--- config.mk ---
export PLATFORM = sky130hd
export DESIGN_NAME = dtc_ctrl
export DESIGN_NICKNAME = d
export VERILOG_FILES = /design/src/hdl/dtc_pkg.sv /design/src/hdl/dtc_sync.sv /design/src/hdl/dtc_fifo.sv /design/src/hdl/dtc_ctrl.sv
export SDC_FILE = /design/constraint.sdc
export NUM_CORES = 1
export LEC_CHECK = 0
export BUFFER_PORTS_ARGS = -buffer_cell sky130_fd_sc_hd__buf_4
export CELL_PAD_IN_SITES_DETAIL_PLACEMENT = 2
export CELL_PAD_IN_SITES_GLOBAL_PLACEMENT = 2
export CORE_MARGIN = 4
export CORE_UTILIZATION = 46
export CTS_CLUSTER_SIZE = 14
export DETAILED_ROUTE_END_ITERATION = 12
export PLACE_DENSITY_LB_ADDON = 0.12
export SYNTH_ARGS = -nofsm -noshare
export SYNTH_HDL_FRONTEND = slang
export SYNTH_SLANG_ARGS = --single-unit
--- constraint.sdc ---
create_clock -name sys_clk -period 4.9 [get_ports sys_clk]
set_input_delay 0.245 -clock sys_clk [delete_from_list [all_inputs] [get_ports sys_clk]]
set_output_delay 0.245 -clock sys_clk [all_outputs]
set_load 0.02 [all_outputs]
--- src/hdl/dtc_pkg.sv ---
// shared types, timing figures and cycle counts for the dram cycle controller
package dtc_pkg;

  // ==========================================================================
  // clock and helpers
  localparam int CLK_NS = 8;                  // sys_clk period at 125 mhz

  // least time in ns to whole cycles, rounded up, never below one
  function automatic int cyc_up(input int ns);
    int c;
    c = (ns + CLK_NS - 1) / CLK_NS;
    return (c < 1) ? 1 : c;
  endfunction : cyc_up

  function automatic int max2(input int a, input int b);
    return (a > b) ? a : b;
  endfunction : max2

  // ==========================================================================
  // timing figures as printed, fastest grade
  localparam int INIT_PAUSE_US   = 200;
  localparam int INIT_CBR_COUNT  = 8;
  localparam int REF_WINDOW_US   = 8200;      // 8.2 ms
  localparam int REF_ROWS        = 512;
  localparam int RAS_MAX_NS      = 100000;
  localparam int RAS_MIN_NS      = 60;
  localparam int RP_NS           = 40;
  localparam int RAH_NS          = 10;
  localparam int RCD_MIN_NS      = 20;
  localparam int RAC_NS          = 60;
  localparam int CAS_MIN_NS      = 15;
  localparam int CWL_NS          = 12;
  localparam int RWL_NS          = 15;
  localparam int WCH_NS          = 10;
  localparam int CP_NS           = 10;
  localparam int PC_NS           = 40;
  localparam int CHR_NS          = 10;
  localparam int CSR_NS          = 0;
  localparam int CPN_NS          = 10;
  localparam int OED_NS          = 15;
  localparam int OEL_NS          = 10;
  localparam int SYNC_LAT        = 4;         // pin to settled sample, edges

  // ==========================================================================
  // derived cycle counts
  localparam int INIT_PAUSE_DFLT = INIT_PAUSE_US * 1000 / CLK_NS;
  localparam int RAS_MAX_DFLT    = RAS_MAX_NS / CLK_NS;
  localparam int REF_INT_CYC     = REF_WINDOW_US * 1000 / REF_ROWS / CLK_NS;
  localparam int RAS_MIN_CYC     = cyc_up(RAS_MIN_NS);
  localparam int PRE_CYC         = max2(cyc_up(RP_NS), cyc_up(CPN_NS));
  localparam int RCD_CYC         = cyc_up(RCD_MIN_NS);
  localparam int ROW_WAIT        = max2(cyc_up(RAH_NS), RCD_CYC - 1);
  localparam int WR_CAS_CYC      = max2(max2(cyc_up(CAS_MIN_NS),
                                             cyc_up(CWL_NS)),
                                        max2(cyc_up(WCH_NS),
                                             cyc_up(RWL_NS)));
  localparam int RD_CAS_CYC      = cyc_up(RAC_NS) - (ROW_WAIT + 1)
                                   + SYNC_LAT;
  localparam int GAP_CYC         = max2(max2(cyc_up(CP_NS), cyc_up(OED_NS)),
                                        cyc_up(OEL_NS));
  localparam int PC_CYC          = cyc_up(PC_NS);
  localparam int CSR_CYC         = cyc_up(CSR_NS);
  localparam int CBR_LOW_CYC     = max2(RAS_MIN_CYC, cyc_up(CHR_NS));

  // ==========================================================================
  // carriers
  typedef struct packed {
    logic       write;
    logic [8:0] row;
    logic [8:0] col;
    logic [3:0] wdata;
  } dtc_req_t;

  typedef struct packed {
    logic       ras_n;
    logic       cas_n;
    logic       we_n;
    logic       oe_n;
    logic [8:0] multiplexed_address;
    logic [3:0] data_pins_out;
    logic       data_pins_oe_n;
  } dtc_pins_t;

  localparam dtc_pins_t PINS_RESET = '{ras_n: 1'b1, cas_n: 1'b1,
                                       we_n: 1'b1, oe_n: 1'b1,
                                       multiplexed_address: 9'h000,
                                       data_pins_out: 4'h0,
                                       data_pins_oe_n: 1'b1};

  typedef enum logic [3:0] {
    ST_PAUSE   = 4'h0,
    ST_IDLE    = 4'h1,
    ST_ROW     = 4'h2,
    ST_RAS_ACT = 4'h3,
    ST_COL_SET = 4'h4,
    ST_COL_LOW = 4'h5,
    ST_COL_HI  = 4'h6,
    ST_PRECHG  = 4'h7,
    ST_CBR_CAS = 4'h8,
    ST_CBR_RAS = 4'h9
  } dtc_state_t;

endpackage : dtc_pkg

--- src/hdl/dtc_sync.sv ---
// three-stage input synchroniser with agreement filter for the data pins
`timescale 1ns/1ns
module dtc_sync #(
  parameter int W = 4
) (
  // clock and reset
  input  wire logic         sys_clk,
  input  wire logic         rst,
  // pin side
  input  wire logic [W-1:0] pin,
  // settled value
  output logic      [W-1:0] val
);

  typedef struct packed {
    logic [W-1:0] s1;
    logic [W-1:0] s2;
    logic [W-1:0] s3;
    logic [W-1:0] val;
  } dtc_sync_st_t;

  dtc_sync_st_t s;
  dtc_sync_st_t next_s;

  // ==========================================================================
  // stage chain; s1 only feeds s2, a bit counts once s2 and s3 agree
  always_comb begin
    next_s    = s;
    next_s.s1 = pin;
    next_s.s2 = s.s1;
    next_s.s3 = s.s2;
    for (int i = 0; i < W; i++) begin
      next_s.val[i] = (s.s2[i] == s.s3[i]) ? s.s3[i] : s.val[i];
    end
  end

  always_ff @(posedge sys_clk) begin
    if (rst) begin
      s <= '0;
    end else begin
      s <= next_s;
    end
  end

  assign val = s.val;

endmodule : dtc_sync

--- src/hdl/dtc_fifo.sv ---
// request fifo with registered ready; depth must be a power of two
`timescale 1ns/1ns
module dtc_fifo #(
  parameter int WIDTH = 23,
  parameter int DEPTH = 16
) (
  // clock and reset
  input  wire logic             sys_clk,
  input  wire logic             rst,
  // filling side
  input  wire logic             in_valid,
  output logic                  in_ready,
  input  wire logic [WIDTH-1:0] in_data,
  // draining side
  output logic                  out_valid,
  input  wire logic             out_ready,
  output logic      [WIDTH-1:0] out_data
);

  localparam int AW = $clog2(DEPTH);

  typedef struct packed {
    logic [AW-1:0] wp;
    logic [AW-1:0] rp;
    logic [AW:0]   cnt;
    logic          rdy;
  } dtc_fifo_st_t;

  dtc_fifo_st_t     s;
  dtc_fifo_st_t     next_s;
  logic [WIDTH-1:0] mem [DEPTH];
  logic             push;
  logic             pop;

  assign out_valid = (s.cnt != '0);
  assign push      = in_valid && s.rdy;
  assign pop       = out_valid && out_ready;
  assign in_ready  = s.rdy;
  assign out_data  = mem[s.rp];

  // ==========================================================================
  // pointers wrap naturally because depth is a power of two
  always_comb begin
    next_s     = s;
    next_s.wp  = push ? s.wp + 1'b1 : s.wp;
    next_s.rp  = pop ? s.rp + 1'b1 : s.rp;
    next_s.cnt = s.cnt + (AW + 1)'(push) - (AW + 1)'(pop);
    next_s.rdy = (next_s.cnt != (AW + 1)'(DEPTH)); // full is registered
  end

  always_ff @(posedge sys_clk) begin
    if (rst) begin
      s <= '{wp: '0, rp: '0, cnt: '0, rdy: 1'b1};
    end else begin
      s <= next_s;
    end
  end

  // storage has no reset, only written on an accepted push
  always_ff @(posedge sys_clk) begin
    if (push) begin
      mem[s.wp] <= in_data;
    end
  end

endmodule : dtc_fifo

--- src/hdl/dtc_ctrl.sv ---
// dram cycle controller: init, column-first refresh, page reads and writes
`timescale 1ns/1ns
module dtc_ctrl
  import dtc_pkg::*;
#(
  parameter int INIT_PAUSE_CYC = INIT_PAUSE_DFLT,
  parameter int RAS_MAX_CYC    = RAS_MAX_DFLT
) (
  // clock and reset
  input  wire logic       sys_clk,
  input  wire logic       rst,
  // request stream into the fifo
  input  wire logic       req_valid,
  output logic            req_ready,
  input  wire dtc_req_t   req,
  // read data return
  output logic            rd_valid,
  output logic [3:0]      rd_data,
  // status
  output logic            init_done,
  // dram pins
  output dtc_pins_t       dram,
  input  wire logic [3:0] data_pins_in
);

  // close the page early enough that one more column never overruns
  localparam int RAS_LIMIT = RAS_MAX_CYC - RD_CAS_CYC - 8;

  typedef struct packed {
    dtc_state_t st;
    logic [14:0] tmr;
    logic [13:0] ras_cnt;
    logic [2:0]  cas_age;
    logic [10:0] ref_cnt;
    logic        ref_pend;
    logic [3:0]  init_left;
    logic        init_done;
    logic        page_open;
    logic [8:0]  open_row;
    logic        cur_wr;
    dtc_pins_t   pins;
    logic        rd_valid;
    logic [3:0]  rd_data;
  } dtc_regs_t;

  dtc_regs_t s;
  dtc_regs_t next_s;
  dtc_req_t  head;
  logic      head_valid;
  logic      pop;
  logic      go_col;
  logic      cbr_start;
  logic      ref_tick;
  logic      page_hit;
  logic      must_close;
  logic [3:0] pin_val;

  // ==========================================================================
  // request buffer; its registered ready is the source's back-pressure
  dtc_fifo #(
    .WIDTH ($bits(dtc_req_t)),
    .DEPTH (16)
  ) u_fifo (
    .sys_clk   (sys_clk),
    .rst       (rst),
    .in_valid  (req_valid),
    .in_ready  (req_ready),
    .in_data   (req),
    .out_valid (head_valid),
    .out_ready (pop),
    .out_data  (head)
  );

  // data pins come from outside the clock domain
  dtc_sync #(
    .W (4)
  ) u_sync (
    .sys_clk (sys_clk),
    .rst     (rst),
    .pin     (data_pins_in),
    .val     (pin_val)
  );

  // ==========================================================================
  // sequencer
  always_comb begin
    next_s          = s;
    next_s.rd_valid = 1'b0;
    go_col          = 1'b0;
    cbr_start       = 1'b0;
    pop             = 1'b0;
    page_hit        = s.page_open && (head.row == s.open_row);
    must_close      = 1'b0;
    // timers: tmr free-running, ras_cnt counts only while row strobe low, both ages saturate
    next_s.tmr      = s.tmr + 15'h0001;
    next_s.ras_cnt  = (s.pins.ras_n || (&s.ras_cnt)) ? s.ras_cnt
                      : s.ras_cnt + 14'h0001;
    next_s.cas_age  = (&s.cas_age) ? s.cas_age : s.cas_age + 3'h1;
    // one refresh per row slot of the window, after the pause
    ref_tick        = (s.st != ST_PAUSE)
                      && (s.ref_cnt == 11'(REF_INT_CYC - 1));
    if (s.st == ST_PAUSE || ref_tick) begin
      next_s.ref_cnt = 11'h000;
    end else begin
      next_s.ref_cnt = s.ref_cnt + 11'h001;
    end

    case (s.st)
      ST_PAUSE: begin
        // both strobes sit high from reset through the whole pause
        if (s.tmr >= 15'(INIT_PAUSE_CYC - 1)) begin
          next_s.st  = ST_IDLE;
          next_s.tmr = 15'h0000;
        end
      end
      ST_IDLE: begin
        if (s.init_left != 4'h0 || s.ref_pend) begin
          // column strobe first; precharge already gave it its high time
          next_s.pins.cas_n = 1'b0;
          next_s.st         = ST_CBR_CAS;
          next_s.tmr        = 15'h0000;
          cbr_start         = 1'b1;
        end else if (head_valid) begin
          // row address settles a full cycle before the row strobe
          next_s.pins.multiplexed_address = head.row;
          next_s.st                       = ST_ROW;
        end
      end
      ST_ROW: begin
        next_s.pins.ras_n = 1'b0;
        next_s.ras_cnt    = 14'h0000;
        next_s.open_row   = s.pins.multiplexed_address;
        next_s.page_open  = 1'b1;
        next_s.tmr        = 15'h0000;
        next_s.st         = ST_RAS_ACT;
      end
      ST_RAS_ACT: begin
        // hold row address, then column setup; column falls a cycle later
        if (s.tmr >= 15'(ROW_WAIT - 1)) begin
          go_col = 1'b1;
        end
      end
      ST_COL_SET: begin
        // page cycle spacing counted from the previous column fall
        if (s.cas_age >= 3'(PC_CYC - 1)) begin
          next_s.pins.cas_n = 1'b0;
          next_s.cas_age    = 3'h0;
          next_s.tmr        = 15'h0000;
          next_s.st         = ST_COL_LOW;
        end
      end
      ST_COL_LOW: begin
        // reads wait out row access plus overshoot and the pin synchroniser
        if ((s.cur_wr && s.tmr >= 15'(WR_CAS_CYC - 1))
            || (!s.cur_wr && s.tmr >= 15'(RD_CAS_CYC - 1))) begin
          next_s.pins.cas_n          = 1'b1;
          next_s.pins.we_n           = 1'b1;
          next_s.pins.oe_n           = 1'b1;
          next_s.pins.data_pins_oe_n = 1'b1;
          next_s.rd_valid            = !s.cur_wr;
          next_s.rd_data             = s.cur_wr ? s.rd_data
                                       : pin_val;
          next_s.tmr                 = 15'h0000;
          next_s.st                  = ST_COL_HI;
        end
      end
      ST_COL_HI: begin
        must_close = s.ref_pend || (s.ras_cnt >= 14'(RAS_LIMIT))
                     || (head_valid && !page_hit);
        // column precharge also covers gate-off to new write data
        if (s.tmr >= 15'(GAP_CYC - 1)) begin
          if (!must_close && head_valid) begin
            go_col = 1'b1;
          end else if (must_close
                       && s.ras_cnt >= 14'(RAS_MIN_CYC - 1)) begin
            next_s.pins.ras_n = 1'b1;
            next_s.page_open  = 1'b0;
            next_s.tmr        = 15'h0000;
            next_s.st         = ST_PRECHG;
          end
        end
      end
      ST_PRECHG: begin
        if (s.tmr >= 15'(PRE_CYC - 1)) begin
          next_s.st = ST_IDLE;
        end
      end
      ST_CBR_CAS: begin
        if (s.tmr >= 15'(CSR_CYC - 1)) begin
          next_s.pins.ras_n = 1'b0;
          next_s.ras_cnt    = 14'h0000;
          next_s.tmr        = 15'h0000;
          next_s.st         = ST_CBR_RAS;
        end
      end
      ST_CBR_RAS: begin
        // column strobe stays low the whole row pulse, well past its hold
        if (s.tmr >= 15'(CBR_LOW_CYC - 1)) begin
          next_s.pins.ras_n = 1'b1;
          next_s.pins.cas_n = 1'b1;
          next_s.tmr        = 15'h0000;
          next_s.st         = ST_PRECHG;
        end
      end
      default: begin
        next_s.pins = PINS_RESET;
        next_s.st   = ST_IDLE;
      end
    endcase

    // column setup: address, strobes and data one cycle ahead of the fall;
    // only plain reads and early writes, so no read-modify-write spacing
    if (go_col) begin
      next_s.pins.multiplexed_address = head.col;
      next_s.pins.we_n                = !head.write;
      next_s.pins.oe_n                = head.write;
      next_s.pins.data_pins_out       = head.wdata;
      next_s.pins.data_pins_oe_n      = !head.write;
      next_s.cur_wr                   = head.write;
      next_s.tmr                      = 15'h0000;
      next_s.st                       = ST_COL_SET;
      pop                             = 1'b1;
    end

    // a tick landing on the servicing cycle is kept: set wins
    if (cbr_start && s.init_left != 4'h0) begin
      next_s.init_left = s.init_left - 4'h1;
    end
    next_s.ref_pend = ref_tick
                      || (s.ref_pend
                          && !(cbr_start && s.init_left == 4'h0));
    if (s.st == ST_IDLE && s.init_left == 4'h0) begin
      next_s.init_done = 1'b1;
    end
  end

  // ==========================================================================
  // state register
  always_ff @(posedge sys_clk) begin
    if (rst) begin
      s           <= '0;
      s.st        <= ST_PAUSE;
      s.cas_age   <= 3'h7;
      s.init_left <= 4'(INIT_CBR_COUNT);
      s.pins      <= PINS_RESET;
    end else begin
      s <= next_s;
    end
  end

  // ==========================================================================
  // outputs straight from the state register
  assign dram      = s.pins;
  assign rd_valid  = s.rd_valid;
  assign rd_data   = s.rd_data;
  assign init_done = s.init_done;
endmodule : dtc_ctrl

### After elaboration in Yosys (flattened, before gate mapping)

Memory sizes are Yosys's and may differ from the RTL's. A register that Yosys moved wholly into a read port is not among the register bits.
Cells that the tools add are included.

| operators by class | value |
|---|---|
| equality and inequality tests | 43 |
| order comparisons | 9 |
| reduce and logical (&&, ||, !) cells | 49 |
| multiplexer cells | 54 |
| bitwise gates (word level) | 6 |
| add/sub/neg operators | 9 |

Operators by type and width:

| kind | number |
|---|---|
| 19-bit 2-to-1 mux | 7 |
| 15-bit case mux with 8 select lines | 1 |
| 4-bit case mux with 10 select lines | 1 |
| 33-bit 2-to-1 mux | 1 |
| 3-bit inequality test (second input constant) | 11 |
| 15-bit by 1-bit >= comparator with 1-bit output (second input constant) | 2 |
| 15-bit by 3-bit >= comparator with 1-bit output (second input constant) | 2 |
| 4-bit 2-to-1 mux | 7 |
| 14-bit case mux with 2 select lines | 1 |
| 11-bit AND reduction | 2 |
| 2-bit inequality test (second input constant) | 10 |
| 18-bit 2-to-1 mux | 1 |
| 9-bit 2-to-1 mux | 2 |
| 9-bit case mux with 2 select lines | 1 |
| 9-bit OR reduction | 2 |
| 1-bit 2-to-1 mux | 17 |
| 4-bit by 3-bit == test with 1-bit output (second input constant) | 4 |
| 16-bit 2-to-1 mux | 1 |
| 15-bit by 1-bit adder with 15-bit output (second input constant) | 1 |
| 15-bit >= comparator (second input constant) | 1 |
| 15-bit by 4-bit >= comparator with 1-bit output (second input constant) | 1 |
| 15-bit 2-to-1 mux | 1 |
| 14-bit by 1-bit adder with 14-bit output (second input constant) | 1 |
| 14-bit >= comparator (second input constant) | 1 |
| other kinds (43) | 91 |

| storage, ports and cells | value |
|---|---|
| logic and storage cells | 203 |
| flip-flop bits (word level) | 117 |
| memories kept | 1 |
| bits in writable memories | 368 |
| input bits | 30 |
| output and inout port bits | 25 |

Memory list:

| memory | words | bits a word | read ports | clocked after memory_dff | wr ports | line | source |
|---|---|---|---|---|---|---|---|
| u_fifo.mem | 16 | 23 | 1 | 1 | 1 | dtc_fifo.sv:31 | `logic [WIDTH-1:0] mem [DEPTH];` |

### Logic depth before layout (Yosys ltp)

Gate-level depths: netlist of run 1.

| logic depth | value |
|---|---|
| depth after elaboration | 14 |
| gate-level depth with buffers | 19 |
| depth with buffers taken out | 17 |

### Modules after synthesis

A second synthesis of run 1 with hierarchy kept.

| unflattened totals | value |
|---|---|
| cell total of the unflattened synthesis | 1244 |
| area total of the unflattened synthesis | 19753.9 um^2 |

By module, submodules not included:

| module | times used | sequential area each (um^2) | cells an instance | area each (um^2) |
|---|---|---|---|---|
| dtc_fifo | 1 | 11410.9 | 670 | 14695.3 |
| dtc_ctrl | 1 | 1741.7 | 529 | 4541.9 |
| dtc_sync | 1 | 320.3 | 45 | 516.7 |

### Worst setup path before layout of run 1

Ideal clock, no wire load.

| timing path | value |
|---|---|
| kind | register -> register |
| from | register (tool-made name) |
| to | register u_fifo.s (netlist bit u_fifo.in_ready) |
| data arrival time | 4.137 ns |
| stages on the path, launching flop included | 18 |
| clock period less this slack | 4.269 ns |
| slack | 0.631 ns |
| buffers on the path | 1 |
| cells stage by stage | dfxtp_1 > clkbuf_1 > mux4_2 > mux4_2 > xnor2_1 > o31ai_1 > nor4_4 > nand4_4 > a21oi_2 > ha_1 > inv_1 > ha_1 > fa_1 > a21oi_1 > nor2_1 > or3_1 > a21oi_1 > nand4_1 |

RTL lines:

| what | line | source |
|---|---|---|
| end signal: assignment | dtc_fifo.sv:53 | `s <= '{wp: '0, rp: '0, cnt: '0, rdy: 1'b1};` |
| end signal: assignment | dtc_fifo.sv:55 | `s <= next_s;` |
| end: declaration | dtc_fifo.sv:29 | `dtc_fifo_st_t s;` |

==> reports/results.ini, run 1 <==
[route]
drt_iter0_markers=1196
detail_route.wl_per_cell_um=29.4
drt_wl_total_um=58700
routed-via-count=11900
first_pass_iters=4
ant_nets=0
vias_per_cell=5.95
drcViolationCount=0

[finish]
final_util=0.538
area_growth_pct=15.9
layout-drive-gt1-share=0.219
fill_cells=3855
diodes=0
nets=1419

[die]
io_pins=55
die_w_um=216
core_area_sq_um=43000
die_h_um=216
rows=76
initial_core_util=0.464
die_area_sq_um=46800

[critical_path]
critPathRequiredTime_ns=5.37
slowest_delay_ns=0.57
startpoint_type=flop
end_kind=flop
crit_family=simple AND/OR/NAND/NOR gates
critPathArrivalTime_ns=5.11
timing_worst_setup_path_type=flop to flop
ff2ff_setup_slack_ns=0.27
crit_chain=buf_12 > mux4_2 > a22o_1 > nor2_1 > xor2_1 > and3b_1 > nand4_4 > a21oi_2 > ha_1 > inv_1 > ha_1 > fa_1 > a21oi_1 > nor2_1 > or3_1 > a21oi_1 > nand4_1
cp_max_fo=48
rr_worst_depth=17
path_buf_inv=2
r2r-end=u_fifo.in_ready
crit_slowest_cell=mux4_2

[yosys]
netlist-cell-type-count=74
synth_compound_area_frac=0.0531
synth_top_area_frac=0.554
synth_mux_area_frac=0.132
synthArstFlopShare=0
synthTopCellsByArea=edfxtp_1 55%, dfxtp_1 12%, mux4_2 11%
ys_seq_elements=489
synth_enable_flop_cells=368
ys.warnings.count=0
synth.largest_area_cell=edfxtp_1
synthSimpleGateAreaFrac=0.0784
avgSynthCellArea_sq_um=15.7
synth_ff_type=edfxtp_1
synth_fa_ha_area_frac=0.0136
syn_nets=1322
synth_top_family_by_area=multiplexers
netlist_instances=1271
syn-cell-area_sq_um=19900
synth-xor-area-share=0.0211
yosysSeqAreaShare=0.676

[place]
gp_congestion=0.807
hpwl_um=33500
pre_cts_ws_ns=0.269
port_buffers=54

[worst_hold_path]
whs_endpoint=u_fifo.s[10]
min_path_cells=4
hp-class=input pin to flop
hp-start=req_valid

[grt]
grt_pass1_wl_um=87800
gr-total-overflow=0
grt_usage=0.253
grt_pass1_vias=12900
grt_max_degree=59
antenna_found_initial=1

[sta]
grt_setup_unrepaired=no
worst_slack_ns=0.266
period_share=0.946
worst_pin_slew_ns=1.18
holdWs_ns=0.317
fin_skew_ns=0.0292
finalCriticalPeriod_ns=4.63
finalSetupTns_ns=0
finalSetupViolCount=0
drv_slew=0
fmax_ghz=0.216
finalHoldViolCount=0
max_slew_margin=0.211

[cts]
path_clk_slew_ns=0.07
root_buffer=clkbuf_16
cts_tree=yes
clockBufferDepth=3
cts_made_buffers=52
clk_latency_ns=0.62
ctsResizeCount=0
htree_levels=2
cts.sinks=489

[job]
maxCapViolations=0

[power_and_ir_drop]
p_per_area_nw_per_um2=432
power.leakage_nw=7.60
ir_drop_v=0.000347

[run_status]
status=complete, no violations

==> sequential cells by signal (all words and copies together), names as in the netlist, named ones only <==
register,count
u_fifo.mem,368
s,63
dram,18
u_fifo.s,13
u_sync.next_s,8
rd_data,4
u_sync.s,4
u_sync.val,4
init_done,1
rd_valid,1
u_fifo.in_ready,1
==> how the worst max path moves through the flow <==
| stage | endpoint | slack [ns] | cells past startpoint |
|---|---|---|---|
| global route | u_fifo.in_ready | 0.08 | 16 |
| detailed placement | u_fifo.in_ready | 0.27 | 17 |
| global placement | u_fifo.in_ready | 0.41 | 17 |
| CTS | u_fifo.in_ready | 0.16 | 17 |
| finish | u_fifo.in_ready | 0.27 | 17 |
| floorplan | u_fifo.in_ready | 0.63 | 17 |
==> worst register-to-register path: cells and delay by family, from the launching register on <==
kind            cells  cell delay (ns)
compound gates      4             0.82
xor+xnor            1             0.22
fa+ha+maj           3             0.78
buf+inv             2             0.40
flops               1             0.47
mux                 1             0.61
simple gates        6             1.19
==> metal layers <==
| layer | global-route usage | up-vias | share of wire |
|---|---|---|---|
| li1 | - | 5088 | - |
| met1 | 0.336 | 6315 | 0.41 |
| met2 | 0.436 | 380 | 0.51 |
| met3 | 0.0463 | 98 | 0.057 |
| met4 | 0.0634 | 0 | 0.023 |
| met5 | 0 | - | 0 |
==> timing repair <==
item | in CTS | in global routing
setup endpoints to repair | 0 | 1
endpoints found under the hold margin | 377 | 0
buffers inserted | 0 | 5
hold buffers | 28 | 0
==> cells in the mapped netlist, types with 9 or more instances <==
cell and number:
a211oi_1 32, xnor2_1 21, inv_1 24, buf_2 15
buf_1 12, nor2b_1 32, dfxtp_1 121, and3_1 12
xor2_1 27, ha_1 20, mux2_2 9, nand3_1 26
nor2_1 93, a21oi_1 45, edfxtp_1 368, mux2i_1 27
clkbuf_1 25, nand2_1 86, nor3_1 12, buf_4 23
mux4_2 98, nand4_1 10, o21ai_0 20, a2111oi_0 9
==> power by group <==
| part | switching [W] | leakage [nW] | internal [W] | total (W) |
|---|---|---|---|---|
| clock network | 0.00171 | 0.861 | 0.00240 | 0.00411 |
| logic | 0.000734 | 2.43 | 0.000396 | 0.00113 |
| registers | 0.000115 | 4.31 | 0.00463 | 0.00474 |
==> layout by cell type (no fill, tap or decap), types with 6 or more instances in the layout <==
cell / netlist / layout
edfxtp_1: 368 / 368
dfxtp_1: 121 / 118
mux4_2: 98 / 98
buf_4: 23 / 91
nand2_1: 86 / 86
nor2_1: 93 / 81
clkbuf_16: 0 / 52
a21oi_1: 45 / 45
nor2b_1: 32 / 32
a211oi_1: 32 / 32
dlygate4sd3_1: 0 / 28
mux2i_1: 27 / 27
xor2_1: 27 / 27
nand3_1: 26 / 26
inv_1: 24 / 24
xnor2_1: 21 / 21
o21ai_0: 20 / 20
ha_1: 20 / 20
and3_1: 12 / 12
clkinv_2: 0 / 12
clkbuf_1: 25 / 11
nand4_1: 10 / 10
mux2_2: 9 / 9
a2111oi_0: 9 / 9
clkinv_1: 0 / 9
bufinv_16: 0 / 8
nor3_1: 12 / 7
or3_1: 7 / 7
nor4_1: 7 / 7
a22o_1: 6 / 6
nor2_4: 0 / 6
nor2_2: 0 / 6
==> cells by family (layout without fill, tap and decap cells) <==
kind of cell / after synthesis / after routing
flip-flops: 489 / 489
XOR/XNOR: 48 / 48
AO/OA/AOI/OAI: 156 / 156
buffers and inverters: 103 / 243
adder cells (fa/ha/maj): 21 / 21
multiplexers: 137 / 137
AND/OR/NAND/NOR: 317 / 317
==> cell type report <==
type	count	area, sq um	share of cell area
sequential	489	13500	0.583
multi-input combinational	679	6040	0.261
clock buffer	64	1360	0.0587
timing repair buffer	121	1000	0.0434
tap	585	732	0.0317
clock inverter	33	400	0.0173
inverter	25	93.8	0.00406
==> stage by stage <==
step                      cell area [sq um]  power (W)  std cells
after floorplan                       19900    0.00547       1271
after global placement                21000    0.00584       1866
after detailed placement              21000    0.00591       1866
after CTS                             23100     0.0101       1991
after global routing                  23100     0.0104       1996
final                                 23100    0.00999       1996
No activity file was read; power rests on OpenSTA's default activity.
==> run 2: changes to the inputs <==
- RECOVER_POWER: default -> 25
==> reports/results.ini, run 2 (synthesis results as in run 1) <==
[critical_path]
cp_max_fo=48  ; unchanged
timing_worst_setup_path_type=flop to flop
r2r-end=u_fifo.in_ready
rr_worst_depth=17  ; unchanged
startpoint_type=flop
critPathArrivalTime_ns=5.12  ; about the same
critPathRequiredTime_ns=5.38  ; about the same
end_kind=flop
ff2ff_setup_slack_ns=0.26  ; about the same

[sta]
finalCriticalPeriod_ns=4.64  ; +0.00356 ns
finalHoldViolCount=0  ; unchanged
grt_setup_unrepaired=no
holdWs_ns=0.318  ; +0.00140 ns
fmax_ghz=0.216  ; about the same
finalSetupViolCount=0  ; unchanged
worst_pin_slew_ns=1.18  ; -0.00585 ns
period_share=0.946  ; about the same
drv_slew=0  ; unchanged
max_slew_margin=0.215  ; +0.00391
finalSetupTns_ns=0  ; unchanged
fin_skew_ns=0.0260  ; -0.00320 ns

[route]
drcViolationCount=0  ; unchanged
drt_wl_total_um=58800  ; +0.20%
ant_nets=0  ; unchanged
detail_route.wl_per_cell_um=29.4  ; +0.20%
first_pass_iters=5  ; +1
routed-via-count=11900  ; -0.10%
vias_per_cell=5.95  ; -0.10%
drt_iter0_markers=1195  ; -0.084%

[power_and_ir_drop]
power.leakage_nw=7.53  ; -0.91%
ir_drop_v=0.000345  ; -0.67%
finalPower_w=0.00998  ; -0.10%
p_per_area_nw_per_um2=433  ; +0.21%

[die]
io_pins=55  ; unchanged
initial_core_util=0.464  ; unchanged
rows=76  ; unchanged
die_area_sq_um=46800  ; unchanged
core_area_sq_um=43000  ; unchanged
die_w_um=216  ; unchanged
die_h_um=216  ; unchanged

[grt]
grt_max_degree=59  ; unchanged
grt_usage=0.253  ; unchanged
grt_pass1_wl_um=87800  ; unchanged
grt_pass1_vias=12900  ; unchanged
gr-total-overflow=0  ; unchanged
antenna_found_initial=1  ; unchanged

[finish]
nets=1419  ; unchanged
regArea_sq_um=13500  ; unchanged
final_cell_mix=368 x edfxtp_1, 118 x dfxtp_1, 98 x mux4_2
largest_register=u_fifo.mem
layout_commonest_cell=edfxtp_1
layout-drive-gt1-share=0.206  ; -0.0135
diodes=0  ; unchanged
multi_input_area_sq_um=6040  ; unchanged
fill_cells=3868  ; +0.34%
largest_reg_flops=368  ; unchanged
area_growth_pct=15.5

[worst_hold_path]
whs_endpoint=u_fifo.s[10]
hp-class=input pin to flop
min_path_cells=4  ; unchanged
hp-start=req_valid

[run_status]
status=complete, no violations

[cts]
clk_latency_ns=0.62  ; about the same
cts_made_buffers=52  ; unchanged
cts.sinks=489  ; unchanged
htree_levels=2  ; unchanged
path_clk_slew_ns=0.06  ; about the same
cts_tree=yes
clockBufferDepth=3  ; unchanged
root_buffer=clkbuf_16

[place]
port_buffers=54  ; unchanged
hpwl_um=33500  ; unchanged
gp_congestion=0.807  ; unchanged

[job]
maxCapViolations=0  ; unchanged

==> run 2: layout make-up <==
| type | count | area share |
|---|---|---|
| Sequential cell | 489 | 0.585 |
| Multi-Input combinational cell | 679 | 0.262 |
| Clock buffer | 64 | 0.0589 |
| Timing Repair Buffer | 121 | 0.0405 |
| Tap cell | 585 | 0.0318 |
| Clock inverter | 33 | 0.0174 |
| Inverter | 25 | 0.00407 |
==> run 2: per-stage QoR <==
stage	setup WS (ns)	std cells	utilization	area, sq um
after floorplan	0.631	1271	-	19900
after global placement	0.408	1866	0.489	21000
after detailed placement	0.269	1866	0.489	21000
after CTS	0.159	1991	0.537	23100
after global routing	0.0769	1996	0.536	23000
final	0.263	1996	0.536	23000
==> run 2: worst max path at each step <==
stage	start	to	slack, ns	depth (start not counted)
finish	flop	u_fifo.in_ready	0.26	17
global route	flop	u_fifo.in_ready	0.08	16
CTS	flop	u_fifo.in_ready	0.16	17
detailed placement	flop	u_fifo.in_ready	0.27	17
global placement	flop	u_fifo.in_ready	0.41	17
floorplan	flop	u_fifo.in_ready	0.63	17
==> run 2: critical path, stage by stage (launching register included) <==
cell	delay [ns]
dfxtp_4	0.47
buf_12	0.35
mux4_2	0.57
a22o_1	0.25
nor2_1	0.30
xor2_1	0.22
and3b_1	0.23
nand4_4	0.11
a21oi_2	0.23
ha_1	0.16
inv_1	0.04
ha_1	0.20
fa_1	0.42
a21oi_1	0.15
nor2_1	0.08
or3_1	0.36
a21oi_1	0.18
nand4_1	0.11
==> run 2: timing repair <==
item / CTS / global route
resized for setup: 0 / 0
setup buffers: 0 / 5
hold endpoints to repair: 377 / 0
hold buffers: 28 / 0
endpoints found under the setup margin: 0 / 1
==> run 2: per-layer routing <==
metal  GRT usage  up-vias  part of all wire
met2       0.436      403              0.51
met4      0.0634        0             0.022
li1            -     5090                 -
met5           0        -                 0
met1       0.336     6284              0.41
met3      0.0463       92             0.058
==> run 2: power by group <==
part           switching (W)  total [W]  internal, W
clock                0.00171    0.00411      0.00240
sequential          0.000116    0.00474      0.00463
combinational       0.000733    0.00112     0.000389
